$ cat src/swbc_pkg.sv
// constants, register map and state encoding of the sleep, wake and battery control block
//
// Operation
// - divider code 00 gives crystal over 128
// - SPI mode logic runs at crystal over 16
// - test mode routes radio signals to pins
// - SPI mode pins 2..0 ignore output enables
// - SPI host reaches all I/O registers directly
// - battery dead flag readable over SPI only
// - configuration bit 2 mirrors battery low flag
// - sleep stops oscillator, processor and watchdog
// - button press wakes, dead battery sleeps again
// - button boot wake restarts at reset vector
// - button boot bit cleared at reset, exit
// - pressed button with good battery sets flag
// - writing zero clears flag, top bits zero
// - threshold register write clears valid bit
// - valid bit set within 3100 crystal cycles
// - battery low flag compares against threshold field
// - threshold field drives battery monitor code
// - enable 0 and value 1 means button
// - codes 11, 10, 01 divide 16, 32, 64
`default_nettype none
package swbc_pkg;
  localparam int          ADDR_W          = 6;
  localparam logic [5:0]  ADDR_CFG        = 6'h33;
  localparam logic [5:0]  ADDR_BDET       = 6'h34;
  localparam logic [5:0]  ADDR_BLC        = 6'h35;
  localparam logic [7:0]  CFG_RESET       = 8'h00;
  localparam logic [7:0]  BDET_RESET      = 8'h00;
  localparam logic [7:0]  BLC_RESET       = 8'h00;
  localparam int          CFG_DIV_LSB     = 5;
  localparam int          CFG_TM_BIT      = 4;
  localparam int          CFG_BD_BIT      = 3;
  localparam int          CFG_BLI_BIT     = 2;
  localparam int          CFG_SLEEP_BIT   = 1;
  localparam int          CFG_BBM_BIT     = 0;
  localparam int          BLC_BL_BIT      = 7;
  localparam int          BLC_BLV_BIT     = 6;
  localparam logic [6:0]  DIV_MASK_128    = 7'h7F;
  localparam logic [6:0]  DIV_MASK_64     = 7'h3F;
  localparam logic [6:0]  DIV_MASK_32     = 7'h1F;
  localparam logic [6:0]  DIV_MASK_16     = 7'h0F;
  localparam logic [3:0]  SPI_DIV_MASK    = 4'hF;
  localparam logic [4:0]  SPI_ADDR_BITS   = 5'h07;
  localparam logic [4:0]  SPI_DATA_START  = 5'h08;
  localparam logic [4:0]  SPI_FRAME_LAST  = 5'h0F;
  localparam int          BATT_SAMPLE_CYC = 3100;
  localparam logic [11:0] BATT_LAST       = 12'(BATT_SAMPLE_CYC - 1);
  // sync vector layout: pins 5..0, mode select, battery below, battery dead
  localparam int          SY_MODE         = 6;
  localparam int          SY_BELOW        = 7;
  localparam int          SY_DEAD         = 8;
  localparam logic [8:0]  SYNC_RESET      = 9'h07F;

  typedef enum logic [3:0] {
    SWBC_RUN    = 4'b0001,
    SWBC_SLEEP  = 4'b0010,
    SWBC_CHECK  = 4'b0100,
    SWBC_BTNRST = 4'b1000
  } swbc_state_e;
endpackage : swbc_pkg
`default_nettype wire

$ cat src/swbc_top.sv
// sleep, wake, battery check and configuration registers of the transmitter controller
`default_nettype none
module swbc_top (
  input  wire logic       ref_clk_i,
  input  wire logic       rst_n_i,
  input  wire logic [5:0] cpu_addr_i,
  input  wire logic       cpu_wr_i,
  input  wire logic [7:0] cpu_wdata_i,
  output logic      [7:0] cpu_rdata_o,
  input  wire logic [7:0] ext_rdata_i,
  output logic            ext_wr_o,
  output logic      [5:0] ext_addr_o,
  output logic      [7:0] ext_wdata_o,
  input  wire logic       spi_mode_select_n_i,
  input  wire logic [5:0] pin_in_i,
  output logic      [5:0] pin_out_o,
  output logic      [5:0] pin_oe_n_o,
  input  wire logic [5:0] pin_output_enable_i,
  input  wire logic [5:0] pin_output_value_i,
  input  wire logic       tx_key_i,
  input  wire logic       lock_detect_i,
  input  wire logic       tx_enable_i,
  input  wire logic       batt_below_i,
  input  wire logic       batt_dead_i,
  output logic            batt_sample_o,
  output logic      [5:0] battery_level_code_o,
  output logic            cpu_clk_tick_o,
  output logic            cpu_reset_o,
  output logic            osc_run_o,
  output logic            wdt_run_o
);

  typedef struct packed {
    logic [8:0]          sync1;
    logic [8:0]          sync2;
    logic [8:0]          sync3;
    logic [8:0]          filt;
    swbc_pkg::swbc_state_e state;
    logic [6:0]          div_cnt;
    logic                cpu_tick;
    logic                spi_tick;
    logic [1:0]          cfg_div;
    logic                cfg_tm;
    logic                cfg_bd;
    logic                cfg_bbm;
    logic [5:0]          bdet;
    logic                bl;
    logic                battery_low_valid;
    logic [5:0]          blcode;
    logic                bat_busy;
    logic [11:0]         bat_cnt;
    logic [11:0]         vld_wait;
    logic [5:0]          wake_mask;
    logic                sck_prev;
    logic [4:0]          spi_cnt;
    logic [15:0]         spi_rx;
    logic [7:0]          spi_tx;
    logic [7:0]          rdata;
    logic                cpu_rst;
    logic                osc_run;
    logic                wdt_run;
    logic [5:0]          pin_out;
    logic [5:0]          pin_oe_n;
    logic                ext_wr;
    logic [5:0]          ext_addr;
    logic [7:0]          ext_wdata;
  } swbc_s;

  swbc_s       q;
  swbc_s       next_q;
  logic [1:0]  rst_q;
  logic        rst_n;
  logic        spi_mode;
  logic        spi_rise;
  logic        spi_fall;
  logic [15:0] rx_shift;
  logic        reg_wr;
  logic [5:0]  reg_wa;
  logic [7:0]  reg_wd;
  logic        bat_done;
  logic [5:0]  btn_cfg;
  logic [5:0]  pressed;
  logic [6:0]  div_mask;

  ////////////////////////////////////////////////////////////////////////////
  // reset release

  always_ff @(posedge ref_clk_i or negedge rst_n_i) begin
    if (!rst_n_i) begin
      rst_q <= 2'h0;
    end else begin
      rst_q <= {rst_q[0], 1'b1};
    end
  end
  assign rst_n = rst_q[1];

  ////////////////////////////////////////////////////////////////////////////
  // register read mux; the processor never sees the dead flag

  function automatic logic [7:0] rd_mux(input swbc_s s, input logic [5:0] a,
                                        input logic via_spi, input logic [7:0] ext);
    logic [7:0] r;
    r = ext;
    if (a == swbc_pkg::ADDR_CFG) begin
      r = 8'h00;
      r[swbc_pkg::CFG_DIV_LSB +: 2] = s.cfg_div;
      r[swbc_pkg::CFG_TM_BIT]       = s.cfg_tm;
      r[swbc_pkg::CFG_BD_BIT]       = s.cfg_bd & via_spi;
      r[swbc_pkg::CFG_BLI_BIT]      = s.bl;
      r[swbc_pkg::CFG_BBM_BIT]      = s.cfg_bbm;
    end else if (a == swbc_pkg::ADDR_BDET) begin
      r = {2'h0, s.bdet};
    end else if (a == swbc_pkg::ADDR_BLC) begin
      r = {s.bl, s.battery_low_valid, s.blcode};
    end else if (!via_spi) begin
      r = 8'h00;
    end
    return r;
  endfunction

  ////////////////////////////////////////////////////////////////////////////
  // shared decode: one write port fed by the processor or the SPI host

  always_comb begin
    spi_mode = ~q.filt[swbc_pkg::SY_MODE];
    spi_rise = q.spi_tick & spi_mode & q.filt[2] & ~q.sck_prev;
    spi_fall = q.spi_tick & spi_mode & ~q.filt[2] & q.sck_prev;
    rx_shift = {q.spi_rx[14:0], q.filt[0]};
    btn_cfg  = ~pin_output_enable_i & pin_output_value_i;
    pressed  = btn_cfg & ~q.filt[5:0];
    bat_done = q.bat_busy & (q.bat_cnt == swbc_pkg::BATT_LAST);
    if (spi_rise && q.spi_cnt == swbc_pkg::SPI_FRAME_LAST && rx_shift[15]) begin
      reg_wr = 1'b1;
      reg_wa = rx_shift[13:8];
      reg_wd = rx_shift[7:0];
    end else begin
      // processor writes only count while it runs and SPI mode is off
      reg_wr = cpu_wr_i & ~spi_mode & (q.state == swbc_pkg::SWBC_RUN);
      reg_wa = cpu_addr_i;
      reg_wd = cpu_wdata_i;
    end
    case (q.cfg_div)
      2'b00:   div_mask = swbc_pkg::DIV_MASK_128;
      2'b01:   div_mask = swbc_pkg::DIV_MASK_64;
      2'b10:   div_mask = swbc_pkg::DIV_MASK_32;
      default: div_mask = swbc_pkg::DIV_MASK_16;
    endcase
  end

  ////////////////////////////////////////////////////////////////////////////
  // next state

  always_comb begin
    next_q = q;
    // three stages, a change counts once stages two and three agree
    next_q.sync1 = {batt_dead_i, batt_below_i, spi_mode_select_n_i, pin_in_i};
    next_q.sync2 = q.sync1;
    next_q.sync3 = q.sync2;
    for (int i = 0; i < 9; i++) begin
      if (q.sync2[i] == q.sync3[i]) begin
        next_q.filt[i] = q.sync3[i];
      end
    end

    // clock generation; the counter is held at zero while the oscillator is off
    next_q.div_cnt  = q.osc_run ? q.div_cnt + 7'h01 : 7'h00;
    next_q.cpu_tick = q.osc_run && (q.state == swbc_pkg::SWBC_RUN) && !spi_mode &&
                      ((q.div_cnt & div_mask) == div_mask);
    next_q.spi_tick = q.osc_run && spi_mode &&
                      (q.div_cnt[3:0] == swbc_pkg::SPI_DIV_MASK);

    // register writes
    next_q.ext_wr = 1'b0;
    if (reg_wr) begin
      if (reg_wa == swbc_pkg::ADDR_CFG) begin
        next_q.cfg_div = reg_wd[swbc_pkg::CFG_DIV_LSB +: 2];
        next_q.cfg_tm  = reg_wd[swbc_pkg::CFG_TM_BIT];
        next_q.cfg_bbm = reg_wd[swbc_pkg::CFG_BBM_BIT];
      end else if (reg_wa == swbc_pkg::ADDR_BDET) begin
        next_q.bdet = q.bdet & reg_wd[5:0];
      end else if (reg_wa == swbc_pkg::ADDR_BLC) begin
        next_q.blcode   = reg_wd[5:0];
        next_q.battery_low_valid      = 1'b0;
        next_q.bat_busy = 1'b1;
        next_q.bat_cnt  = 12'h000;
      end else begin
        next_q.ext_wr    = 1'b1;
        next_q.ext_addr  = reg_wa;
        next_q.ext_wdata = reg_wd;
      end
    end

    // battery comparison; a fresh write restarts the sample window
    if (q.bat_busy && !(reg_wr && reg_wa == swbc_pkg::ADDR_BLC)) begin
      next_q.bat_cnt = q.bat_cnt + 12'h001;
      if (bat_done) begin
        next_q.bat_busy = 1'b0;
        next_q.bl       = q.filt[swbc_pkg::SY_BELOW];
        next_q.battery_low_valid      = 1'b1;
        next_q.cfg_bd   = q.filt[swbc_pkg::SY_DEAD];
      end
    end

    // cycles since the last threshold write while valid is still low; feeds valid_time_a
    next_q.vld_wait = (reg_wr && reg_wa == swbc_pkg::ADDR_BLC) ? 12'h001 :
                      (q.vld_wait != 12'h000 && !q.battery_low_valid) ? q.vld_wait + 12'h001 : 12'h000;

    // button flags: hardware set beats a software clear in the same cycle
    if (q.state == swbc_pkg::SWBC_RUN && !q.cfg_bd) begin
      next_q.bdet = next_q.bdet | pressed;
    end

    next_q.cpu_rst = 1'b0;
    case (q.state)
      swbc_pkg::SWBC_RUN: begin
        if (reg_wr && reg_wa == swbc_pkg::ADDR_CFG && reg_wd[swbc_pkg::CFG_SLEEP_BIT]) begin
          next_q.state   = swbc_pkg::SWBC_SLEEP;
          next_q.osc_run = 1'b0;
          next_q.wdt_run = 1'b0;
        end
      end
      swbc_pkg::SWBC_SLEEP: begin
        if (|pressed) begin
          next_q.state     = swbc_pkg::SWBC_CHECK;
          next_q.osc_run   = 1'b1;
          next_q.wake_mask = pressed;
          next_q.bat_busy  = 1'b1;
          next_q.bat_cnt   = 12'h000;
        end
      end
      swbc_pkg::SWBC_CHECK: begin
        if (bat_done) begin
          if (q.filt[swbc_pkg::SY_DEAD]) begin
            next_q.state   = swbc_pkg::SWBC_SLEEP;
            next_q.osc_run = 1'b0;
          end else begin
            next_q.bdet = next_q.bdet | q.wake_mask;
            if (q.cfg_bbm) begin
              next_q.state   = swbc_pkg::SWBC_BTNRST;
              next_q.cpu_rst = 1'b1;
            end else begin
              next_q.state   = swbc_pkg::SWBC_RUN;
              next_q.wdt_run = 1'b1;
            end
          end
        end
      end
      swbc_pkg::SWBC_BTNRST: begin
        next_q.cfg_bbm = 1'b0;
        next_q.state   = swbc_pkg::SWBC_RUN;
        next_q.wdt_run = 1'b1;
      end
      default: begin
        next_q.state   = swbc_pkg::SWBC_RUN;
        next_q.osc_run = 1'b1;
      end
    endcase

    // SPI frame: bit 15 write, bits 13..8 address, bits 7..0 data, msb first
    if (!spi_mode) begin
      next_q.spi_cnt  = 5'h00;
      next_q.sck_prev = q.filt[2];
    end else if (q.spi_tick) begin
      next_q.sck_prev = q.filt[2];
      if (spi_rise) begin
        next_q.spi_rx  = rx_shift;
        next_q.spi_cnt = (q.spi_cnt == swbc_pkg::SPI_FRAME_LAST) ? 5'h00 : q.spi_cnt + 5'h01;
        if (q.spi_cnt == swbc_pkg::SPI_ADDR_BITS) begin
          next_q.ext_addr = rx_shift[5:0];
        end
      end else if (spi_fall) begin
        if (q.spi_cnt == swbc_pkg::SPI_DATA_START) begin
          next_q.spi_tx = rd_mux(q, q.spi_rx[5:0], 1'b1, ext_rdata_i);
        end else begin
          next_q.spi_tx = {q.spi_tx[6:0], 1'b0};
        end
      end
    end

    next_q.rdata = rd_mux(q, cpu_addr_i, 1'b0, ext_rdata_i);

    // pin routing
    next_q.pin_oe_n = ~pin_output_enable_i;
    next_q.pin_out  = pin_output_value_i;
    if (q.cfg_tm) begin
      next_q.pin_out[5:3] = {tx_key_i, lock_detect_i, tx_enable_i};
    end
    if (spi_mode) begin
      // clock and data in stay undriven; only the data out pin is driven
      next_q.pin_oe_n[2:0] = 3'b101;
      next_q.pin_out[2:0]  = {1'b0, q.spi_tx[7], 1'b0};
    end
  end

  always_ff @(posedge ref_clk_i or negedge rst_n) begin
    if (!rst_n) begin
      q          <= '0;
      q.sync1    <= swbc_pkg::SYNC_RESET;
      q.sync2    <= swbc_pkg::SYNC_RESET;
      q.sync3    <= swbc_pkg::SYNC_RESET;
      q.filt     <= swbc_pkg::SYNC_RESET;
      q.state    <= swbc_pkg::SWBC_RUN;
      q.osc_run  <= 1'b1;
      q.wdt_run  <= 1'b1;
      q.pin_oe_n <= 6'h3F;
    end else begin
      q <= next_q;
    end
  end

  assign cpu_rdata_o          = q.rdata;
  assign ext_wr_o             = q.ext_wr;
  assign ext_addr_o           = q.ext_addr;
  assign ext_wdata_o          = q.ext_wdata;
  assign pin_out_o            = q.pin_out;
  assign pin_oe_n_o           = q.pin_oe_n;
  assign batt_sample_o        = q.bat_busy;
  assign battery_level_code_o = q.blcode;
  assign cpu_clk_tick_o       = q.cpu_tick;
  assign cpu_reset_o          = q.cpu_rst;
  assign osc_run_o            = q.osc_run;
  assign wdt_run_o            = q.wdt_run;

  ////////////////////////////////////////////////////////////////////////////
  // checks

  div_128_a : assert property (@(posedge ref_clk_i) disable iff (!rst_n)
    (q.cpu_tick && $past(q.cfg_div) == 2'b00) |-> $past(q.div_cnt) == 7'h7F)
    else $error("divide by 128 tick out of place");
  spi_div_a : assert property (@(posedge ref_clk_i) disable iff (!rst_n)
    q.spi_tick |-> ($past(q.div_cnt[3:0]) == 4'hF && !q.cpu_tick))
    else $error("SPI tick not at crystal over 16");
  test_pin_a : assert property (@(posedge ref_clk_i) disable iff (!rst_n)
    $past(q.cfg_tm) |-> pin_out_o[5] == $past(tx_key_i))
    else $error("test mode pin 5 not keyed signal");
  spi_pins_a : assert property (@(posedge ref_clk_i) disable iff (!rst_n)
    $past(spi_mode) |-> pin_oe_n_o[2:0] == 3'b101)
    else $error("SPI pins follow output enables");
  bd_hidden_a : assert property (@(posedge ref_clk_i) disable iff (!rst_n)
    $past(cpu_addr_i) == swbc_pkg::ADDR_CFG |-> !cpu_rdata_o[3])
    else $error("processor sees dead flag");
  mirror_a : assert property (@(posedge ref_clk_i) disable iff (!rst_n)
    $past(cpu_addr_i) == swbc_pkg::ADDR_CFG |-> cpu_rdata_o[2] == $past(q.bl))
    else $error("battery low mirror differs");
  sleep_stop_a : assert property (@(posedge ref_clk_i) disable iff (!rst_n)
    q.state == swbc_pkg::SWBC_SLEEP |-> (!osc_run_o && !wdt_run_o) ##1 !cpu_clk_tick_o)
    else $error("clocks run in sleep");
  dead_back_a : assert property (@(posedge ref_clk_i) disable iff (!rst_n)
    (q.state == swbc_pkg::SWBC_CHECK && bat_done && q.filt[swbc_pkg::SY_DEAD])
    |=> q.state == swbc_pkg::SWBC_SLEEP)
    else $error("dead battery did not return to sleep");
  bbm_exit_a : assert property (@(posedge ref_clk_i) disable iff (!rst_n)
    q.state == swbc_pkg::SWBC_BTNRST |-> cpu_reset_o ##1 (!q.cfg_bbm && !cpu_reset_o))
    else $error("button boot bit kept after reset state");
  upper_zero_a : assert property (@(posedge ref_clk_i) disable iff (!rst_n)
    $past(cpu_addr_i) == swbc_pkg::ADDR_BDET |-> cpu_rdata_o[7:6] == 2'b00)
    else $error("flag register top bits set");
  valid_clr_a : assert property (@(posedge ref_clk_i) disable iff (!rst_n)
    (reg_wr && reg_wa == swbc_pkg::ADDR_BLC) |=> !q.battery_low_valid)
    else $error("valid bit survived write");
  valid_time_a : assert property (@(posedge ref_clk_i) disable iff (!rst_n)
    q.vld_wait <= swbc_pkg::BATT_LAST + 12'h002)
    else $error("valid bit late");

endmodule // swbc_top
`default_nettype wire

$ cat config.mk
export PLATFORM = sky130hd
export DESIGN_NAME = swbc_top
export DESIGN_NICKNAME = d
export VERILOG_FILES = /design/src/swbc_pkg.sv /design/src/swbc_top.sv
export SDC_FILE = /design/constraint.sdc
export NUM_CORES = 1
export LEC_CHECK = 0
export BUFFER_PORTS_ARGS = -buffer_cell sky130_fd_sc_hd__buf_4
export CAP_MARGIN = 25
export CORE_MARGIN = 8
export CORE_UTILIZATION = 55
export CTS_CLUSTER_SIZE = 12
export DETAILED_ROUTE_END_ITERATION = 16
export PLACE_DENSITY = 0.87
export SLEW_MARGIN = 15
export SYNTH_ARGS = -nofsm -noshare
export SYNTH_HDL_FRONTEND = slang
export SYNTH_SLANG_ARGS = --single-unit
$ cat constraint.sdc
create_clock -name ref_clk_i -period 6.3 [get_ports ref_clk_i]
set_input_delay 1.575 -clock ref_clk_i [delete_from_list [all_inputs] [get_ports ref_clk_i]]
set_output_delay 1.575 -clock ref_clk_i [all_outputs]
set_load 0.02 [all_outputs]
* Word-level counts from Yosys, hierarchy flattened
Index checks and enable logic that the tools add are counted.
** Storage, ports and cells
- Word-level logic and storage cells :: 202
- Bits in registers :: 157
- Bits of input ports :: 49
** Operators by class
- Add/sub/neg operators :: 3
- Bitwise gates (word level) :: 24
- Reduce and logical (&&, ||, !) cells :: 33
- Equality and inequality tests :: 36
- Multiplexer cells :: 65
** Operator list (number)
- $mux 20 :: 4
- $mux 8 :: 10
- $mux 6 :: 12
- $mux 15 :: 4
- $eq 6x6->1 const B :: 9
- $mux 13 :: 3
- $mux 30 :: 1
- $mux 21 :: 1
- $pmux 7 s3 :: 1
- $mux 4 :: 5
- $and 6x6->6 :: 3
- $mux 7 :: 2
- $mux 1 :: 13
- $add 12x1->12 const B :: 1
- $eq 12x12->1 const B :: 1
- $logic_and 1x1->1 :: 12
- $mux 3 :: 4
- $not 6->6 :: 2
- $or 6x6->6 :: 2
- $pmux 4 s3 :: 1
- $reduce_and 4->1 :: 3
- $eq 5x4->1 const B :: 2
- $ne 2x2->1 const B :: 5
- $reduce_and 2->1 :: 5
- other kinds (26) :: 55

* Logic depth before layout (Yosys ltp)
- Depth in word-level cells :: 17
- Gate-level depth with buffers :: 8
- Mapped depth without buffers :: 6

* Least setup slack after synthesis
Ideal clock, no wire load.
- Path kind :: input-to-reg
- From :: input port cpu_addr_i[3]
- To :: register q[106] (netlist bit)
- Setup time :: 0.128 ns
- Arrival time :: 3.002 ns
- Path slack :: 3.170 ns
- Stages :: 6
- Buffers on the path :: 1
- Path through :: nand3b_4 > or3b_1 > buf_6 > o32ai_4 > nor2_2 > mux2_1
** On the way
- Longest elaborated chain between the ends :: 6
** RTL lines
- start, declared :: RTL line swbc_top.sv:6 : input wire logic [5:0] cpu_addr_i,
- $mux 6 :: RTL line swbc_top.sv:132 : if (spi_rise && q.spi_cnt == swbc_pkg::SPI_FRAME_LAST && rx_shift[15]) begin
- $eq 6x6->1
- $logic_and 1x1->1
- $logic_not 1->1 :: RTL line swbc_top.sv:194 : if (q.bat_busy && !(reg_wr && reg_wa == swbc_pkg::ADDR_BLC)) begin
- $logic_and 1x1->1 :: RTL line swbc_top.sv:194
- $reduce_and 2->1 (no source line)
- end signal, assigned :: RTL line swbc_top.sv:307 : q <= next_q;
- end, declared :: RTL line swbc_top.sv:69 : swbc_s q;
Every way passes these cells.
A chain may end at the register's enable or synchronous reset.

* Worst setup path after layout
- From :: register q[133] (netlist bit)
- To :: register q (netlist bit ext_wdata_o[0])
** On the way
- Longest elaborated chain between the ends :: 8
** RTL lines
- $and 1x1->1 * (2 in a row) :: RTL line swbc_top.sv:126 : spi_rise = q.spi_tick & spi_mode & q.filt[2] & ~q.sck_prev;
- $logic_and 1x1->1 * (2 in a row) :: RTL line swbc_top.sv:132
- $mux 6 :: RTL line swbc_top.sv:132
- $eq 6x6->1, on equally long branches
- $not 1->1 (no source line)
- $reduce_and 4->1 (no source line)
Mark *: on every way between the ends. The rest lies on a longest branch, timed or not.

==> flow_metrics.env <==
export IMPL_power_share_switching=0.278
export IMPL_vdd_ir_drop_max_uv=168
export IMPL_synth_ff_type="sky130_fd_sc_hd__dfrtp_1"
export IMPL_cts_sinks=156
export IMPL_worstPathRequired_ps=6600
export IMPL_setup_tns_final_ps=0
export IMPL_timing_final_setup_violations=0
export IMPL_grt_pass1_vias=5144
export IMPL_floorplan_rows=41
export IMPL_worst_endpoint_arrival_ps=3650
export IMPL_die_y_um=130
export IMPL_synthesis_nets=652
export IMPL_sequential_element_share_of_the_synthesized_area=0.556
export IMPL_final_period_minus_worst_setup_slack_ps=3340
export IMPL_timing_critical_path_buf_inv=0
export IMPL_wirelength_um=16300
export IMPL_cts_repair_timing_setup_buffer_count=0
export IMPL_cellInternalPower_w=0.00212
export IMPL_multi_input_area_um2=2670
export IMPL_drt_first_pass_iters=5
export IMPL_startpoint_types="flip-flop"
export IMPL_critical_path_max_stage_delay_ps=740
export IMPL_hold_bufs_at_cts=0
export IMPL_drc_errors=0
export IMPL_routabilityCongestion=0.856
export IMPL_worst_slew_margin_rel=0.386
export IMPL_finalHoldViolations=0
export IMPL_regArea_um2=3950
export IMPL_switchingPower_w=0.000817
export IMPL_nNetsFinal=707
export IMPL_globalRoute_totalOverflow=0
export IMPL_floorplan_core_area_um2=12600
export IMPL_cts_htree_levels=4
export IMPL_antenna_found_initial=0
export IMPL_final_min_period_over_clock_period=0.530
export IMPL_leakage_nw=3.69
export IMPL_fp_dieW_um=130
export IMPL_cts_tree="built"
export IMPL_num_io_pins=95
export IMPL_clock_fmax_mhz=299
export IMPL_io_buf_count=94
export IMPL_groute_usage_overall=0.202
export IMPL_ratio_of_cells_with_drive_above_1_in_the_final_layout=0.330
export IMPL_num_fill_cells=956
export IMPL_synth_async_reset_ratio=1.00
export IMPL_ant_nets=0
export IMPL_cts_buffer_depth=2
export IMPL_synthesis_instances=599
export IMPL_maxCapViolations=0
export IMPL_tightest_slew_ps=921
export IMPL_worstHoldPathType="reg -> reg"
export IMPL_vias_per_cell=5.78
export IMPL_drv_slew=0
export IMPL_critical_path_top_delay_family="simple AND/OR/NAND/NOR gates"
export IMPL_critPathMaxFanout=21
export IMPL_layout_commonest_cell="sky130_fd_sc_hd__dfrtp_1"
export IMPL_power_density_nw_per_um2=354
export IMPL_syn_area_um2=7110
export IMPL_routed_via_count=4849
export IMPL_distinct_cell_type_count_of_the_synthesized_netlist=69
export IMPL_number_of_warnings_reported_in_the_yosys_synthesis_log=0
export IMPL_end_kind="flip-flop"
export IMPL_crit_type="reg -> reg"
export IMPL_rsz_0062_raised_after_global_routing="no"
export IMPL_layout_area_overhead_vs_synth_pct=16.6
export IMPL_synthesis_area_per_instance_um2=11.9
export IMPL_numCtsBuffers=17
export IMPL_status="finished, final reports clean"
export IMPL_cts_resized=0
export IMPL_finish_instance_area_um2=8290
export IMPL_post_drt_wl_per_cell_um=19.4
export IMPL_combPwrFrac=0.189
export IMPL_antenna_cells_inserted=0
export IMPL_initial_utilization=0.563
export IMPL_sequential_share_of_power=0.447
export IMPL_clkLatencyLatePin_ps=430
export IMPL_ys_seq_elements=156
export IMPL_wire_length_of_the_first_global_routing_pass_um=26000
export IMPL_grt_start_max_net_pins=82
export IMPL_final_hold_worst_slack_ps=346
export IMPL_synth_edff_count=0
export IMPL_post_route_skew_ps=7.89
export IMPL_dp_hpwl_um=11300
export IMPL_placement_cell_area_um2=7630
export IMPL_mostFrequentLayoutCells="sky130_fd_sc_hd__dfrtp_1, sky130_fd_sc_hd__buf_4, sky130_fd_sc_hd__mux2_2, sky130_fd_sc_hd__nand2_1, sky130_fd_sc_hd__dfstp_2"
export IMPL_clockPowerShare=0.364
export IMPL_cts_clk_slew_worst_paths_ps=60
export IMPL_dr_first_iter_drc_count=485
export IMPL_design_die_area_um2=16800
export IMPL_critical_path_slowest_cell="sky130_fd_sc_hd__mux2i_1"
export IMPL_cts_root_buf="sky130_fd_sc_hd__clkbuf_16"
export IMPL_worstPathCellList="and4bb_2 -> and3_1 -> mux2i_1 -> nand2_1 -> mux2_2"
## through the flow
stage | cells | worst slack (ps) | power, W | util
CTS | 838 | 3010 | 0.00295 | 0.654
detailed placement | 806 | 2680 | 0.00187 | 0.605
finish | 839 | 2960 | 0.00294 | 0.657
floorplan | 599 | 1700 | 0.00172 | -
global route | 839 | 2780 | 0.00306 | 0.657
global placement | 806 | 2750 | 0.00184 | 0.605
## area by class of cell
cell class,count,area share
flip-flops and latches,156,0.477
multi-input cells,363,0.322
inverters,19,0.00861
clock inverters,5,0.0125
repair buffers,97,0.0903
well taps,172,0.0260
clock buffers,27,0.0631
## power by group through the flow
| stage | combinational, W | clock, W | sequential [W] |
|---|---|---|---|
| after floorplan | 0.000429 | 0 | 0.00129 |
| after global placement | 0.000529 | 0 | 0.00131 |
| after detailed placement | 0.000550 | 0 | 0.00132 |
| after CTS | 0.000556 | 0.00109 | 0.00131 |
| after global routing | 0.000604 | 0.00112 | 0.00133 |
| final | 0.000556 | 0.00107 | 0.00131 |
## sequential cells by signal (all words and copies together) (netlist names)
register / cells
q: 90
next_q: 18
cpu_rdata_o: 8
ext_wdata_o: 8
battery_level_code_o: 6
ext_addr_o: 6
pin_oe_n_o: 6
pin_out_o: 6
rst_q: 2
batt_sample_o: 1
cpu_clk_tick_o: 1
cpu_reset_o: 1
ext_wr_o: 1
osc_run_o: 1
wdt_run_o: 1
## routing by layer
layer  wire length [µm]  global-route usage  vias to the layer above
met5                  0                   0                        -
met4                668               0.120                        0
met3               1070              0.0567                       53
met2               7990               0.329                      187
met1               6570               0.234                     2396
li1                   -                   -                     2213
## synth_stat cells, types with 8 or more instances
master | instances | area, µm²
sky130_fd_sc_hd__nor2_1 | 31 | 116
sky130_fd_sc_hd__nand3_1 | 9 | 45.0
sky130_fd_sc_hd__mux2_2 | 44 | 495
sky130_fd_sc_hd__inv_1 | 19 | 71.3
sky130_fd_sc_hd__buf_4 | 41 | 308
sky130_fd_sc_hd__maj3_1 | 9 | 90.1
sky130_fd_sc_hd__dfrtp_1 | 119 | 2980
sky130_fd_sc_hd__nor2b_1 | 10 | 62.6
sky130_fd_sc_hd__xnor2_1 | 9 | 78.8
sky130_fd_sc_hd__dfstp_2 | 37 | 972
sky130_fd_sc_hd__a22oi_1 | 9 | 67.6
sky130_fd_sc_hd__clkbuf_1 | 9 | 33.8
sky130_fd_sc_hd__a21oi_1 | 28 | 140
sky130_fd_sc_hd__nor3b_1 | 8 | 60.1
sky130_fd_sc_hd__o21ai_0 | 19 | 95.1
sky130_fd_sc_hd__o31ai_1 | 8 | 60.1
sky130_fd_sc_hd__mux2i_1 | 18 | 180
sky130_fd_sc_hd__nand2_1 | 40 | 150
## path summary, 6_finish.rpt
kind                            depth (start not counted)  slack [ps]              to         from
worst max-delay path                                    5        2960  ext_wdata_o[0]       q[133]
worst min register to register                          0         350     next_q[148]  next_q[157]
worst min-delay path                                    0         350     next_q[148]  next_q[157]
max in group asynchronous                               2        4570     next_q[149]     rst_q[1]
worst max register to register                          5        2960  ext_wdata_o[0]       q[133]
min in group asynchronous                               0         470     next_q[157]     rst_q[1]
## worst reg2reg max path, delay by kind of cell, from the launching register on
family / cells / cell delay [ps]
multiplexers: 2 / 1140
flip-flops: 1 / 610
AND/OR/NAND/NOR: 3 / 1480
## cell families (layout without fill, tap and decap cells)
group	Yosys count	count (layout)	share of synthesized area
and+or+nand+nor	164	164	0.137
DFF	156	156	0.556
AOI/OAI and AO/OA	105	105	0.101
buffers and inverters	80	148	0.0683
muxes	64	64	0.0982
xor gates and xnor gates	16	16	0.0197
adders and majority gates	13	13	0.0197
other	1	1	0.000528
No activity file was read; power rests on OpenSTA's default activity.
